==> config.mk <==
export PLATFORM = sky130hd
export DESIGN_NAME = tme_engine
export DESIGN_NICKNAME = d
export VERILOG_FILES = /design/src/tme_pkg.sv /design/src/tme_stream_if.sv /design/src/tme_fifo.sv /design/src/tme_addr.sv /design/src/tme_engine.sv
export SDC_FILE = /design/constraint.sdc
export NUM_CORES = 1
export LEC_CHECK = 0
export BUFFER_PORTS_ARGS = -buffer_cell sky130_fd_sc_hd__buf_2
export CAP_MARGIN = 25
export CORE_MARGIN = 4
export CORE_UTILIZATION = 60
export DETAILED_ROUTE_END_ITERATION = 10
export GPL_ROUTABILITY_DRIVEN = 0
export PLACE_DENSITY = 0.81
export SLEW_MARGIN = 15
export SYNTH_ARGS = -nofsm -noshare
export SYNTH_HDL_FRONTEND = slang
export SYNTH_HIERARCHICAL = 1
export SYNTH_SLANG_ARGS = --single-unit
==> constraint.sdc <==
create_clock -name clock -period 6.45 [get_ports clock]
set_input_delay 1.6125 -clock clock [delete_from_list [all_inputs] [get_ports clock]]
set_output_delay 1.6125 -clock clock [all_outputs]
set_load 0.02 [all_outputs]
==> src/tme_pkg.sv <==
// Shared constants and types for the table move engine
package tme_pkg;
   localparam int WORD_W = 16;
   localparam int ADDR_W = 16;
   localparam int CNT_W = 8;
   // Highest register reachable by non-extended functions without the option
   localparam logic [ADDR_W-1:0] REG_LIMIT = 16'h0400;
   // First word of the discrete I/O image in the unified word space
   localparam logic [ADDR_W-1:0] IO_WORD_BASE = 16'hC000;
   // Discrete points per I/O word, as a shift
   localparam int IO_BITS_SHIFT = 4;
   localparam logic [ADDR_W-1:0] IO_FIRST_BIT = 16'h0001;
   localparam logic [WORD_W-1:0] PTR_FIRST = 16'h0001;
   localparam logic [WORD_W-1:0] PTR_STEP = 16'h0001;
   localparam logic [CNT_W-1:0] CNT_STEP = 8'h01;
   localparam logic [CNT_W-1:0] CNT_ZERO = 8'h00;
   localparam logic [CNT_W-1:0] CNT_ONE = 8'h01;
   // Newest firmware revision that lacks indirect referencing
   localparam int FW_NO_INDIRECT = 104;
   localparam int FIFO_DEPTH = 4;
   localparam time CLK_PERIOD_NS = 40;

   // Function selected for the scan
   typedef enum logic [1:0]
   {
      TME_FN_TBL_TO_TARGET_WORD_REF,
      TME_FN_TBL_TO_TBL,
      TME_FN_EXTENDED,
      TME_FN_NONE
   } tme_fn_e;

   typedef enum
   {
      TME_IDLE,
      TME_CNT_RD,
      TME_PTR_RD,
      TME_PTR_WR,
      TME_SEL,
      TME_IND_A,
      TME_SRC_RD,
      TME_IND_B,
      TME_DST_WR,
      TME_FIN
   } tme_state_e;
endpackage : tme_pkg

==> src/tme_stream_if.sv <==
// Word stream between the engine and its staging FIFO
`timescale 1ns/100ps
interface tme_stream_if #(parameter int WIDTH = 16);
   logic in_valid;
   logic in_ready;
   logic [WIDTH-1:0] in_data;
   logic out_valid;
   logic out_ready;
   logic [WIDTH-1:0] out_data;
   modport eng (output in_valid, output in_data, input in_ready,
      input out_valid, input out_data, output out_ready);
   modport buf_side (input in_valid, input in_data, output in_ready,
      output out_valid, output out_data, input out_ready);
endinterface : tme_stream_if

==> src/tme_fifo.sv <==
// Staging FIFO for words read from the source table
`timescale 1ns/100ps
module tme_fifo
   import tme_pkg::*;
#(
   parameter int WIDTH = WORD_W,
   parameter int DEPTH = FIFO_DEPTH
)
(
   input wire logic clock,
   input wire logic reset_n,
   tme_stream_if.buf_side st
);
   localparam int PW = $clog2(DEPTH);
   localparam logic [PW:0] DEPTH_C = (PW+1)'(DEPTH);

   logic [WIDTH-1:0] mem_reg [DEPTH];
   logic [PW-1:0] wr_ptr_reg;
   logic [PW-1:0] rd_ptr_reg;
   logic [PW:0] fill_reg;
   wire push = st.in_valid && st.in_ready;
   wire pop = st.out_valid && st.out_ready;

   // Honest full and empty from the fill count
   assign st.in_ready = (fill_reg != DEPTH_C);
   assign st.out_valid = (fill_reg != '0);
   assign st.out_data = mem_reg[rd_ptr_reg];

   // Storage write
   always_ff @(posedge clock)
   begin
      if (push) mem_reg[wr_ptr_reg] <= st.in_data;
   end

   // Pointers and fill level
   always_ff @(posedge clock)
   begin
      if (!reset_n)
      begin
         wr_ptr_reg <= '0;
         rd_ptr_reg <= '0;
         fill_reg <= '0;
      end
      else
      begin
         if (push) wr_ptr_reg <= (wr_ptr_reg == PW'(DEPTH - 1)) ? '0 : wr_ptr_reg + 1'b1;
         if (pop) rd_ptr_reg <= (rd_ptr_reg == PW'(DEPTH - 1)) ? '0 : rd_ptr_reg + 1'b1;
         fill_reg <= fill_reg + (PW+1)'(push) - (PW+1)'(pop);
      end
   end
endmodule : tme_fifo

==> src/tme_addr.sv <==
// Reference to word-address translation for register and I/O space
`timescale 1ns/100ps
module tme_addr
   import tme_pkg::*;
(
   input wire logic [ADDR_W-1:0] ref_base,
   input wire logic ref_is_io,
   input wire logic [WORD_W-1:0] word_off,
   output logic [ADDR_W-1:0] word_addr,
   output logic above_limit
);
   // I/O base is a 1-based point number on a 16-point word boundary
   wire [ADDR_W-1:0] io_word = IO_WORD_BASE + ((ref_base - IO_FIRST_BIT) >> IO_BITS_SHIFT);
   // Offset of n words is n times 16 points in I/O space
   wire [ADDR_W-1:0] io_addr = io_word + word_off;
   wire [ADDR_W-1:0] reg_addr = ref_base + word_off;

   assign word_addr = ref_is_io ? io_addr : reg_addr;
   assign above_limit = !ref_is_io && (reg_addr > REG_LIMIT);
endmodule : tme_addr

==> src/tme_engine.sv <==
// Table move engine: pointer copy, table copy and extended table copy
//
// What this block does
// - Each enabled pointer-copy scan adds one to the stored pointer before choosing entry.
// - Pointer copy gives power flow when incremented pointer equals table length.
// - Source word is pointer location plus pointer value; value one is next word.
// - After the last entry, the next enabled scan restarts at the first entry.
// - Each enabled scan overwrites the single destination with the next entry.
// - Table copy uses no pointer and copies every word each enabled scan.
// - Table and extended copies give power flow on every enabled scan.
// - Table copy takes constant length 1..255 between register and I/O space.
// - Without the option only extended copy reaches registers above 1024.
// - Extended copy length is a constant or the content of a memory word.
// - Indirect tables hold register addresses of the data; needs newer firmware.
// - All moves are in 16-bit words.
// - Source words stay unchanged; destination words are overwritten.
// - An I/O table entry lies sixteen points per pointer step from the base.
`timescale 1ns/100ps
module tme_engine
   import tme_pkg::*;
#(
   parameter int FW_REV = 105,
   parameter int BUF_DEPTH = FIFO_DEPTH
)
(
   input wire logic clock,
   input wire logic reset_n,
   input wire logic scan_tick,
   input wire logic rung_enable,
   input wire logic [1:0] func_sel,
   input wire logic expanded_opt,
   input wire logic [ADDR_W-1:0] source_block_ref,
   input wire logic source_is_io,
   input wire logic [ADDR_W-1:0] target_block_ref,
   input wire logic target_is_io,
   input wire logic [ADDR_W-1:0] target_word_ref,
   input wire logic target_word_is_io,
   input wire logic [CNT_W-1:0] word_count,
   input wire logic count_from_mem,
   input wire logic [ADDR_W-1:0] count_ref,
   input wire logic count_is_io,
   input wire logic indirect_source,
   input wire logic indirect_target,
   output logic mem_req,
   output logic mem_we,
   output logic [ADDR_W-1:0] mem_addr,
   output logic [WORD_W-1:0] mem_wdata,
   input wire logic [WORD_W-1:0] mem_rdata,
   input wire logic mem_ack,
   output logic power_flow,
   output logic scan_done,
   output logic busy,
   output logic access_fault
);
   localparam bit IND_OK = (FW_REV > FW_NO_INDIRECT);

   ////////////////////////////////////////////////////////////////////////////
   // Declarations
   tme_state_e state_reg, state_next;
   tme_fn_e fn_reg;
   logic [ADDR_W-1:0] src_ref_reg, dst_ref_reg;
   logic src_io_reg, dst_io_reg, ind_a_reg, ind_b_reg;
   logic [CNT_W-1:0] len_reg, rd_idx_reg, wr_idx_reg;
   logic [WORD_W-1:0] ptr_reg;
   logic [ADDR_W-1:0] ind_addr_reg;
   logic mem_req_reg, mem_we_reg, power_flow_reg, scan_done_reg, fault_reg;
   logic [ADDR_W-1:0] mem_addr_reg;
   logic [WORD_W-1:0] mem_wdata_reg;
   logic [ADDR_W-1:0] xl_base;
   logic xl_io;
   logic [WORD_W-1:0] xl_off;
   logic [ADDR_W-1:0] xl_addr;
   logic xl_high;
   logic [ADDR_W-1:0] acc_addr;
   logic acc_we;
   logic [WORD_W-1:0] acc_wdata;

   tme_stream_if #(.WIDTH(WORD_W)) st ();

   ////////////////////////////////////////////////////////////////////////////
   // Staging buffer and address translation
   tme_fifo #(
      .WIDTH(WORD_W),
      .DEPTH(BUF_DEPTH)
   ) u_fifo (
      .clock(clock),
      .reset_n(reset_n),
      .st(st.buf_side)
   );

   tme_addr u_addr (
      .ref_base(xl_base),
      .ref_is_io(xl_io),
      .word_off(xl_off),
      .word_addr(xl_addr),
      .above_limit(xl_high)
   );

   ////////////////////////////////////////////////////////////////////////////
   // Scan start decode
   wire start = scan_tick && rung_enable && (state_reg == TME_IDLE);
   wire fn_valid = (tme_fn_e'(func_sel) != TME_FN_NONE);
   wire is_ext = (fn_reg == TME_FN_EXTENDED);
   wire is_t2d = (fn_reg == TME_FN_TBL_TO_TARGET_WORD_REF);
   wire high_ok = expanded_opt || is_ext;
   wire issue = !mem_req_reg;
   wire done_acc = mem_req_reg && mem_ack;

   // Pointer step with wrap to the first entry
   wire [WORD_W-1:0] ptr_inc = mem_rdata + PTR_STEP;
   wire ptr_wrap = (ptr_inc == '0) || (ptr_inc > WORD_W'(len_reg));
   wire [WORD_W-1:0] ptr_new = ptr_wrap ? PTR_FIRST : ptr_inc;

   // Transfer progress
   wire reads_left = (rd_idx_reg != len_reg);
   wire writes_left = (wr_idx_reg != len_reg);
   wire can_read = reads_left && st.in_ready;
   wire [CNT_W-1:0] mem_count = mem_rdata[CNT_W-1:0];

   // Source offset: pointer value for pointer copy, running index otherwise
   wire [WORD_W-1:0] src_off = is_t2d ? ptr_reg : WORD_W'(rd_idx_reg);
   // Single destination word for pointer copy
   wire [WORD_W-1:0] dst_off = is_t2d ? '0 : WORD_W'(wr_idx_reg);
   wire [WORD_W-1:0] ind_src_off = WORD_W'(rd_idx_reg);
   wire [WORD_W-1:0] ind_dst_off = WORD_W'(wr_idx_reg);

   ////////////////////////////////////////////////////////////////////////////
   // Translator input selection by state
   always_comb
   begin
      xl_base = src_ref_reg;
      xl_io = src_io_reg;
      xl_off = '0;
      unique case (state_reg)
         TME_CNT_RD:
         begin
            xl_base = count_ref;
            xl_io = count_is_io;
         end
         TME_IND_A: xl_off = ind_src_off;
         TME_SRC_RD: xl_off = src_off;
         TME_IND_B:
         begin
            xl_base = dst_ref_reg;
            xl_io = dst_io_reg;
            xl_off = ind_dst_off;
         end
         TME_DST_WR:
         begin
            xl_base = dst_ref_reg;
            xl_io = dst_io_reg;
            xl_off = dst_off;
         end
         default: xl_off = '0;
      endcase
   end

   // Indirect words are register numbers in register space
   wire use_ind_src = (state_reg == TME_SRC_RD) && ind_a_reg;
   wire use_ind_dst = (state_reg == TME_DST_WR) && ind_b_reg;
   wire ind_high = ind_addr_reg > REG_LIMIT;
   wire acc_high = (use_ind_src || use_ind_dst) ? ind_high : xl_high;
   wire acc_refused = acc_high && !high_ok;

   // Access address, direction and data
   always_comb
   begin
      acc_addr = (use_ind_src || use_ind_dst) ? ind_addr_reg : xl_addr;
      acc_we = (state_reg == TME_DST_WR) || (state_reg == TME_PTR_WR);
      acc_wdata = (state_reg == TME_PTR_WR) ? ptr_reg : st.out_data;
   end

   // Buffer handshakes: push on read return, pop on write return
   assign st.in_valid = (state_reg == TME_SRC_RD) && done_acc;
   assign st.in_data = mem_rdata;
   assign st.out_ready = ((state_reg == TME_DST_WR) && done_acc) || (state_reg == TME_FIN);

   ////////////////////////////////////////////////////////////////////////////
   // Next state
   always_comb
   begin
      state_next = state_reg;
      unique case (state_reg)
         TME_IDLE:
         begin
            if (start && fn_valid)
            begin
               if (tme_fn_e'(func_sel) == TME_FN_TBL_TO_TARGET_WORD_REF) state_next = TME_PTR_RD;
               else if (tme_fn_e'(func_sel) == TME_FN_EXTENDED && count_from_mem)
                  state_next = TME_CNT_RD;
               else state_next = TME_SEL;
            end
         end
         TME_CNT_RD: if (done_acc) state_next = TME_SEL;
         TME_PTR_RD: if (done_acc) state_next = TME_PTR_WR;
         TME_PTR_WR: if (done_acc) state_next = TME_SEL;
         TME_SEL:
         begin
            if (can_read) state_next = ind_a_reg ? TME_IND_A : TME_SRC_RD;
            else if (st.out_valid) state_next = ind_b_reg ? TME_IND_B : TME_DST_WR;
            else if (!writes_left) state_next = TME_FIN;
         end
         TME_IND_A: if (done_acc) state_next = TME_SRC_RD;
         TME_SRC_RD: if (done_acc) state_next = TME_SEL;
         TME_IND_B: if (done_acc) state_next = TME_DST_WR;
         TME_DST_WR: if (done_acc) state_next = TME_SEL;
         TME_FIN: if (!st.out_valid) state_next = TME_IDLE; // Drop words left by an abort
      endcase
      // A refused access ends the scan before touching memory
      if (issue && acc_refused && (state_reg inside {TME_PTR_RD, TME_SRC_RD, TME_DST_WR}))
         state_next = TME_FIN;
   end

   ////////////////////////////////////////////////////////////////////////////
   // State register
   always_ff @(posedge clock)
   begin
      if (!reset_n) state_reg <= TME_IDLE;
      else state_reg <= state_next;
   end

   // Configuration capture at scan start
   always_ff @(posedge clock)
   begin
      if (!reset_n)
      begin
         fn_reg <= TME_FN_NONE;
         src_ref_reg <= '0;
         dst_ref_reg <= '0;
         src_io_reg <= 1'b0;
         dst_io_reg <= 1'b0;
         ind_a_reg <= 1'b0;
         ind_b_reg <= 1'b0;
      end
      else if (start)
      begin
         fn_reg <= tme_fn_e'(func_sel);
         src_ref_reg <= source_block_ref;
         src_io_reg <= source_is_io;
         // Pointer copy writes one word, table copies a whole table
         dst_ref_reg <= (tme_fn_e'(func_sel) == TME_FN_TBL_TO_TARGET_WORD_REF) ?
            target_word_ref : target_block_ref;
         dst_io_reg <= (tme_fn_e'(func_sel) == TME_FN_TBL_TO_TARGET_WORD_REF) ?
            target_word_is_io : target_is_io;
         // Indirect only for extended copy on capable firmware
         ind_a_reg <= IND_OK && indirect_source &&
            (tme_fn_e'(func_sel) == TME_FN_EXTENDED);
         ind_b_reg <= IND_OK && indirect_target &&
            (tme_fn_e'(func_sel) == TME_FN_EXTENDED);
      end
   end

   // Transfer length and word indices
   always_ff @(posedge clock)
   begin
      if (!reset_n)
      begin
         len_reg <= CNT_ZERO;
         rd_idx_reg <= CNT_ZERO;
         wr_idx_reg <= CNT_ZERO;
      end
      else
      begin
         if (start) len_reg <= word_count;
         else if (state_reg == TME_CNT_RD && done_acc) len_reg <= mem_count;
         if (state_reg == TME_PTR_WR && done_acc) len_reg <= CNT_ONE;
         if (start)
         begin
            rd_idx_reg <= CNT_ZERO;
            wr_idx_reg <= CNT_ZERO;
         end
         if (st.in_valid) rd_idx_reg <= rd_idx_reg + CNT_STEP;
         if (st.out_ready) wr_idx_reg <= wr_idx_reg + CNT_STEP;
      end
   end

   // Pointer value and indirect address holding
   always_ff @(posedge clock)
   begin
      if (!reset_n)
      begin
         ptr_reg <= '0;
         ind_addr_reg <= '0;
      end
      else
      begin
         if (state_reg == TME_PTR_RD && done_acc) ptr_reg <= ptr_new;
         if ((state_reg == TME_IND_A || state_reg == TME_IND_B) && done_acc)
            ind_addr_reg <= mem_rdata;
      end
   end

   ////////////////////////////////////////////////////////////////////////////
   // Memory port: one access outstanding, request held until acknowledge
   wire mem_state = (state_reg == TME_CNT_RD) || (state_reg == TME_PTR_RD) ||
      (state_reg == TME_PTR_WR) || (state_reg == TME_IND_A) ||
      (state_reg == TME_SRC_RD) || (state_reg == TME_IND_B) ||
      (state_reg == TME_DST_WR);
   wire do_issue = mem_state && issue && !acc_refused;

   always_ff @(posedge clock)
   begin
      if (!reset_n)
      begin
         mem_req_reg <= 1'b0;
         mem_we_reg <= 1'b0;
         mem_addr_reg <= '0;
         mem_wdata_reg <= '0;
      end
      else if (do_issue)
      begin
         mem_req_reg <= 1'b1;
         mem_we_reg <= acc_we;
         mem_addr_reg <= acc_addr;
         mem_wdata_reg <= acc_wdata;
      end
      else if (done_acc)
      begin
         mem_req_reg <= 1'b0;
         mem_we_reg <= 1'b0;
      end
   end

   ////////////////////////////////////////////////////////////////////////////
   // Power flow, fault and completion flags
   always_ff @(posedge clock)
   begin
      if (!reset_n)
      begin
         power_flow_reg <= 1'b0;
         fault_reg <= 1'b0;
         scan_done_reg <= 1'b0;
      end
      else
      begin
         scan_done_reg <= (state_reg == TME_FIN) && (state_next == TME_IDLE);
         if (scan_tick && !rung_enable && state_reg == TME_IDLE)
            power_flow_reg <= 1'b0;
         if (start)
         begin
            fault_reg <= 1'b0;
            // Table copies flow whenever enabled
            power_flow_reg <= (tme_fn_e'(func_sel) == TME_FN_TBL_TO_TBL) ||
               (tme_fn_e'(func_sel) == TME_FN_EXTENDED);
         end
         if (state_reg == TME_PTR_RD && done_acc)
            power_flow_reg <= (ptr_new == WORD_W'(len_reg));
         if (mem_state && issue && acc_refused)
            fault_reg <= 1'b1;
      end
   end

   // Busy indication, registered
   logic busy_reg;
   always_ff @(posedge clock)
   begin
      if (!reset_n) busy_reg <= 1'b0;
      else busy_reg <= (state_next != TME_IDLE);
   end

   assign mem_req = mem_req_reg;
   assign mem_we = mem_we_reg;
   assign mem_addr = mem_addr_reg;
   assign mem_wdata = mem_wdata_reg;
   assign power_flow = power_flow_reg;
   assign scan_done = scan_done_reg;
   assign busy = busy_reg;
   assign access_fault = fault_reg;
endmodule : tme_engine

Word-level counts from Yosys, hierarchy flattened
Memories as Yosys holds them, arrays and structs flattened. A register that Yosys moved wholly into a read port is not among the register bits.
Index checks and enable logic that the tools add are counted.
{"block": "word_totals", "regBits": 171, "latch_bits": 0, "ram_bits": 64, "mem_bits_ro": 0, "input_bits": 103, "output_inout_bits": 38, "wordCells": 180, "memories": 1}
{"name": "u_fifo.mem_reg", "depth": 4, "word_bits": 16, "read_ports": 1, "rd_ports_with_merged_regs": 1, "write_ports": 1, "line": "tme_fifo.sv:17", "rtl": "logic [WIDTH-1:0] mem_reg [DEPTH];"}
{"block": "classes", "addsub": 11, "multipliers": 0, "n_div": 0, "order_cmp": 3, "n_eq_ne": 27, "n_shift": 0, "n_mux": 47, "bitwise_logic": 1, "reduce_logical": 65}
{"op": "two-way mux 32 bit", "count": 10}
{"op": "case mux 32 bit (7 select lines)", "count": 1}
{"op": "equality test 32 x 3 -> 1 bit, second input constant", "count": 6}
{"op": "equality test 32 x 4 -> 1 bit, second input constant", "count": 5}
{"op": "equality test 32 x 2 -> 1 bit, second input constant", "count": 3}
{"op": "zero test 32 bit", "count": 3}
{"op": "two-way mux 16 bit", "count": 6}
{"op": "equality test 32 x 5 -> 1 bit, second input constant", "count": 2}
{"op": "case mux 16 bit (4 select lines)", "count": 1}
{"op": "two-way mux 8 bit", "count": 6}
{"op": "adder 16 bit", "count": 2}
{"op": "equality test 32 x 1 -> 1 bit, second input constant", "count": 1}
{"op": "greater-than comparator 16 x 11 -> 1 bit, second input constant", "count": 2}
{"op": "case mux 16 bit (2 select lines)", "count": 1}
{"op": "nonzero test 32 bit", "count": 1}
{"op": "logical AND 1 bit", "count": 28}
{"op": "adder 15 x 13 -> 16 bit, first input constant", "count": 1}
{"op": "adder 16 x 1 -> 16 bit, second input constant", "count": 1}
{"op": "adder 8 x 1 -> 8 bit, second input constant", "count": 2}
{"op": "equality test 16 x 8 -> 1 bit", "count": 1}
{"op": "greater-than comparator 16 x 8 -> 1 bit", "count": 1}
{"op": "zero test 16 bit", "count": 1}
{"op": "inequality test 8 bit", "count": 2}
{"op": "subtractor 16 x 1 -> 16 bit, second input constant", "count": 1}
{"op": "other kinds (20)", "count": 66}

Logic depth before layout (Yosys ltp)
{"block": "logic_depth", "word_depth": 13, "depth_mapped": 27, "mapped_depth_nobuf": 24}

By module
The synthesis kept the hierarchy.
{"module": "tme_engine", "instances": 1, "cells_each": 1018, "area_per_inst_um2": 8609.5, "seq_area_each_um2": 3283.1}
{"module": "tme_fifo", "instances": 1, "cells_each": 136, "area_per_inst_um2": 2793.9, "seq_area_each_um2": 2102.0}
{"module": "tme_addr", "instances": 1, "cells_each": 239, "area_per_inst_um2": 1783.0, "seq_area_each_um2": 0.0}

Worst setup path before layout
Ideal clock, no wire load.
{"block": "synth_timing", "kind": "in2reg", "startpoint": "in count_ref[1]", "endpoint": "reg mem_addr_reg[11], in the netlist mem_addr[11]", "setup_time_ns": 0.146, "t_arrival_ns": 5.144, "t_required_ns": 6.304, "slack_ns": 1.160, "path_stages": 19, "n_path_buf": 1, "cell_sequence": "a22oi_1 -> nand2_1 -> nor4_4 -> nand2_2 -> or4_4 -> or2_1 -> buf_2 -> nor3_1 -> nand2b_1 -> ha_1 -> and2_1 -> o21ai_0 -> o31ai_1 -> or2_2 -> a31oi_1 -> xnor2_1 -> mux2_2 -> mux2i_1 -> a211oi_2"}
{"block": "synth_between", "elab_cells_between_ends": 13, "classes_between": "add/sub: 4; order compare: 1; mux: 4; reduce/logical: 4"}
{"item": "from (decl)", "line": "tme_engine.sv:40", "rtl": "input wire logic [ADDR_W-1:0] count_ref,"}
{"item": "case mux 16 bit (2 select lines) (*)", "line": "tme_engine.sv:134", "rtl": "unique case (state_reg)"}
{"item": "net xl_base[1]", "line": "tme_engine.sv:69", "rtl": "logic [ADDR_W-1:0] xl_base;"}
{"item": "subtractor 16 x 1 -> 16 bit", "line": "tme_addr.sv:13", "rtl": "wire [ADDR_W-1:0] io_word = IO_WORD_BASE + ((ref_base - IO_FIRST_BIT) >> IO_BITS_SHIFT);"}
{"item": "adder 15 x 13 -> 16 bit", "line": "tme_addr.sv:13"}
{"item": "adder 16 bit", "line": "tme_addr.sv:15", "rtl": "wire [ADDR_W-1:0] io_addr = io_word + word_off;"}
{"item": "two-way mux 16 bit (*)", "line": "tme_addr.sv:18", "rtl": "assign word_addr = ref_is_io ? io_addr : reg_addr;"}
{"item": "net xl_addr[11]", "line": "tme_engine.sv:72", "rtl": "logic [ADDR_W-1:0] xl_addr;"}
{"item": "two-way mux 16 bit (*)", "line": "tme_engine.sv:168", "rtl": "acc_addr = (use_ind_src || use_ind_dst) ? ind_addr_reg : xl_addr;"}
{"item": "to (signal assigned)", "line": "tme_engine.sv:314", "rtl": "mem_addr_reg <= acc_addr;"}
{"item": "to (decl)", "line": "tme_engine.sv:67", "rtl": "logic [ADDR_W-1:0] mem_addr_reg;"}
The timed path passes the listed nets; every way through them passes the cells marked *.
A chain may end at the register's enable or synchronous reset.

Worst setup path after layout
{"block": "layout_timing", "startpoint": "reg state_reg[2]", "endpoint": "reg mem_wdata_reg[6], in the netlist mem_wdata[6]"}
{"block": "layout_between", "elab_cells_between_ends": 35, "classes_between": "add/sub: 1; order compare: 1; eq/ne: 12; mux: 5; reduce/logical: 16"}
{"item": "from (decl)", "line": "tme_engine.sv:59", "rtl": "tme_state_e state_reg, state_next;"}
{"item": "from (signal assigned)", "line": "tme_engine.sv:219", "rtl": "else state_reg <= state_next;"}
{"item": "equality test 32 x 4 -> 1 bit / equality test 32 x 3 -> 1 bit (equally long branches)", "line": "tme_engine.sv:134"}
{"item": "case mux 16 bit (4 select lines) (*)", "line": "tme_engine.sv:134"}
{"item": "net xl_off[2]", "line": "tme_engine.sv:71", "rtl": "logic [WORD_W-1:0] xl_off;"}
{"item": "adder 16 bit (*)", "line": "tme_addr.sv:16", "rtl": "wire [ADDR_W-1:0] reg_addr = ref_base + word_off;"}
{"item": "greater-than comparator 16 x 11 -> 1 bit (*)", "line": "tme_addr.sv:19", "rtl": "assign above_limit = !ref_is_io && (reg_addr > REG_LIMIT);"}
{"item": "logical AND 1 bit (*)", "line": "tme_addr.sv:19"}
{"item": "net xl_high", "line": "tme_engine.sv:73", "rtl": "logic xl_high;"}
{"item": "two-way mux 1 bit (*)", "line": "tme_engine.sv:162", "rtl": "wire acc_high = (use_ind_src || use_ind_dst) ? ind_high : xl_high;"}
{"item": "logical AND 1 bit (*)", "line": "tme_engine.sv:163", "rtl": "wire acc_refused = acc_high && !high_ok;"}
{"item": "zero test 1 bit (*)", "line": "tme_engine.sv:299", "rtl": "wire do_issue = mem_state && issue && !acc_refused;"}
{"item": "logical AND 1 bit (*)", "line": "tme_engine.sv:299"}
{"item": "to (signal assigned)", "line": "tme_engine.sv:315", "rtl": "mem_wdata_reg <= acc_wdata;"}
{"item": "to (decl)", "line": "tme_engine.sv:68", "rtl": "logic [WORD_W-1:0] mem_wdata_reg;"}
Marks and branches as above.

==> flow_summary.toml <==
[critical_path]
r2r_end = "mem_wdata[6]"
crit_arrival_ns = 6.42
crit_start = "state_reg[2]"
rr_worst_depth = 20
end_kind = "flop"
worstReg2RegStart = "state_reg[2]"
setup.worst_path.end = "mem_wdata[6]"
critPathLaunchType = "flop"
crit_fanout = 51
rrSetupSlack_ns = 0.47
crit_type = "flop to flop"
worstPathRequired_ns = 6.89

[logic_synthesis]
synth_edf_count = 64
syn_area_per_cell_um2 = 9.466
yosysTopAreaCell = "dfxtp_1"
synth_ff_type = "dfxtp_1"
ys_top_cells_by_count = "dfxtp_1, nand2_1, nor2_1"
async_reset_ff_frac = 0
synth_area_leaders = "dfxtp_1, edfxtp_1, ha_1"
netlist_instances = 1393
syn-cell-area_mm2 = 0.01319
yosys.area.top_type_share = 0.2626
yosysUniqueCellTypes = 84
yosysMostFrequentCell = "dfxtp_1"
ys_warn_count = 6
ys_seq_area_frac = 0.4084
yosys_register_bits = 237
synthesis.nets = 1550

[clock_network]
clockBufferDepth = 3
clockRootBuffer = "clkbuf_16"
clkTransAtPathRegs_ns = 0.06
cts_setup_buffers = 0
clock_latency_ns = 0.53
cts_tree = "done"
cts_buffers = 25
cts_resized = 0
cts_max_level = 1
numClockSinks = 237
cts_hold_buf = 0

[global_route]
grt_first_pass_wirelength_um = 57400
grt_max_degree = 59
use_met1 = 0.3968
grt-ovfl-total = 0
grt-busiest-layer = "met2"
gr-usage-met2 = 0.4767
track_usage = 0.2883
grt_util_met3 = 0.03595
grt_pass1_vias = 10893
grt_antenna_before_repair = 0

[placement]
dp.cells = 1752
postPlaceCellArea_mm2 = 0.01406
dp_hpwl_um = 26100
io_buffers = 140

[power]
leakage_uw = 0.006097
power.switching_uw = 2176
clockPowerShare = 0.259
power_frac_seq = 0.324
power_frac_comb = 0.417
vdd_drop_max_mv = 0.2900
internal_power_uw = 3466
p_sw_frac = 0.3857
p_total_uw = 5642
p_per_area_mw_per_mm2 = 378.5

[timing]
rsz0062_at_grt = "false"
drv_slew = 0
finalClockSkew_ns = 0.01790
maxSlewHeadroom = 0.4023
finalHoldViolCount = 0
fin_crit_ns = 5.978
fmax_mhz = 167.3
worstMarginPinSlew_ns = 0.8965
fin_crit_sh = 0.9269
final.setup.tns_ns = 0
setup_violations = 0

[cells_and_area]
area_growth_pct = 13.03
stdcell_count = 1798
finalNetCount = 1662
fin_area_mm2 = 0.01490
drive_above_1_share = 0.1911
n_antenna_cell = 0
largest_reg_flops = 64

[floorplanning]
fp.dieH_um = 156.2
rows = 53
top_level_ports = 141
core_mm2 = 0.02129
dieWidth_um = 156.2
floorplan.initialDensity = 0.6195
die_area_mm2 = 0.02441

[drt]
wire_per_inst_um = 20.02
wl_um = 35990
dr.pass1.iters = 10
drt_iter0_drc = 1228
drc_errors = 0
num_vias = 11395
vias_per_cell = 6.338
antenna_left = 0

[hold_path]
hold_path.class = "flop to flop"

[run_status]
status = "complete, no violations"

[job]
cap_violations = 0
-- layout make-up --
type / instances / area [µm²]
Sequential cell: 237 / 5385
Tap cell: 275 / 344.1
Clock buffer: 32 / 671.9
Multi-Input combinational cell: 1029 / 7267
Fill cell: 1600 / 6382
Inverter: 50 / 190.2
Clock inverter: 13 / 160.2
Timing Repair Buffer: 162 / 885.9
-- layer usage --
metal,vias to the layer above,part of all wire
met4,0,0.034
met3,119,0.088
met5,-,0
met1,5350,0.41
met2,596,0.47
li1,5330,-
-- worst min path at each step --
| stage | from | end | depth (start not counted) |
|---|---|---|---|
| 2_1_floorplan | src_io_reg | src_io_reg | 2 |
| 3_3_place_gp | src_ref_reg[7] | src_ref_reg[7] | 2 |
| 3_5_place_dp | src_ref_reg[8] | src_ref_reg[8] | 2 |
| 4_1_cts | src_ref_reg[8] | src_ref_reg[8] | 2 |
| 5_1_grt | src_ref_reg[9] | src_ref_reg[9] | 2 |
| 6_report | src_ref_reg[8] | src_ref_reg[8] | 2 |
-- cell families (layout without fill, tap and decap cells) --
| kind of cell | Yosys count | count (layout) | synth area share |
|---|---|---|---|
| buf+inv | 127 | 257 | 0.04137 |
| mux | 81 | 81 | 0.07705 |
| flops | 237 | 237 | 0.4084 |
| simple gates | 508 | 508 | 0.2027 |
| compound gates | 324 | 324 | 0.1764 |
| xor+xnor | 62 | 62 | 0.04118 |
| fa+ha+maj | 54 | 54 | 0.05295 |
-- worst max-delay path: stages (launching register included) --
cell	delay, ns
dfxtp_1	0.71
nor2b_1	0.53
nand3_1	0.21
a21oi_1	0.55
a222oi_1	0.23
inv_1	0.21
ha_1	0.34
a21o_1	0.22
and4_4	0.21
or4_4	0.49
a2111oi_2	0.37
nand4_1	0.14
a311oi_1	0.30
a41oi_1	0.19
inv_1	0.12
o41ai_2	0.09
o21ai_2	0.10
o211a_4	0.25
buf_12	0.26
nor2_1	0.10
a211oi_2	0.24
-- cell usage in the layout, fill, tap and decap left out, types with 42 or more instances in the layout --
| cell | n |
|---|---|
| dfxtp_1 | 173 |
| nand2_1 | 160 |
| buf_2 | 140 |
| nor2_1 | 114 |
| a21oi_1 | 92 |
| edfxtp_1 | 64 |
| mux2i_1 | 61 |
| ha_1 | 51 |
| inv_1 | 48 |
| o21ai_0 | 48 |
| nand3_1 | 43 |
| xnor2_1 | 42 |
-- power groups by stage --
stage               sequential (µW)  combinational (µW)  clock, µW
floorplan                      1940                1700          0
global route                   1840                2600       1550
CTS                            1830                2330       1470
global placement               1850                2250          0
finish                         1830                2350       1460
detailed placement             1860                2320          0
-- through the flow --
| step | util | hold WS (ns) | setup WS [ns] |
|---|---|---|---|
| floorplan | - | 0.4321 | 1.160 |
| global placement | 0.6600 | 0.4389 | 0.6643 |
| detailed placement | 0.6604 | 0.4474 | 0.5317 |
| CTS | 0.6995 | 0.4565 | 0.6288 |
| global route | 0.7002 | 0.4843 | 0.1066 |
| finish | 0.7002 | 0.4526 | 0.4718 |
Power figures use the tool's default switching activity.
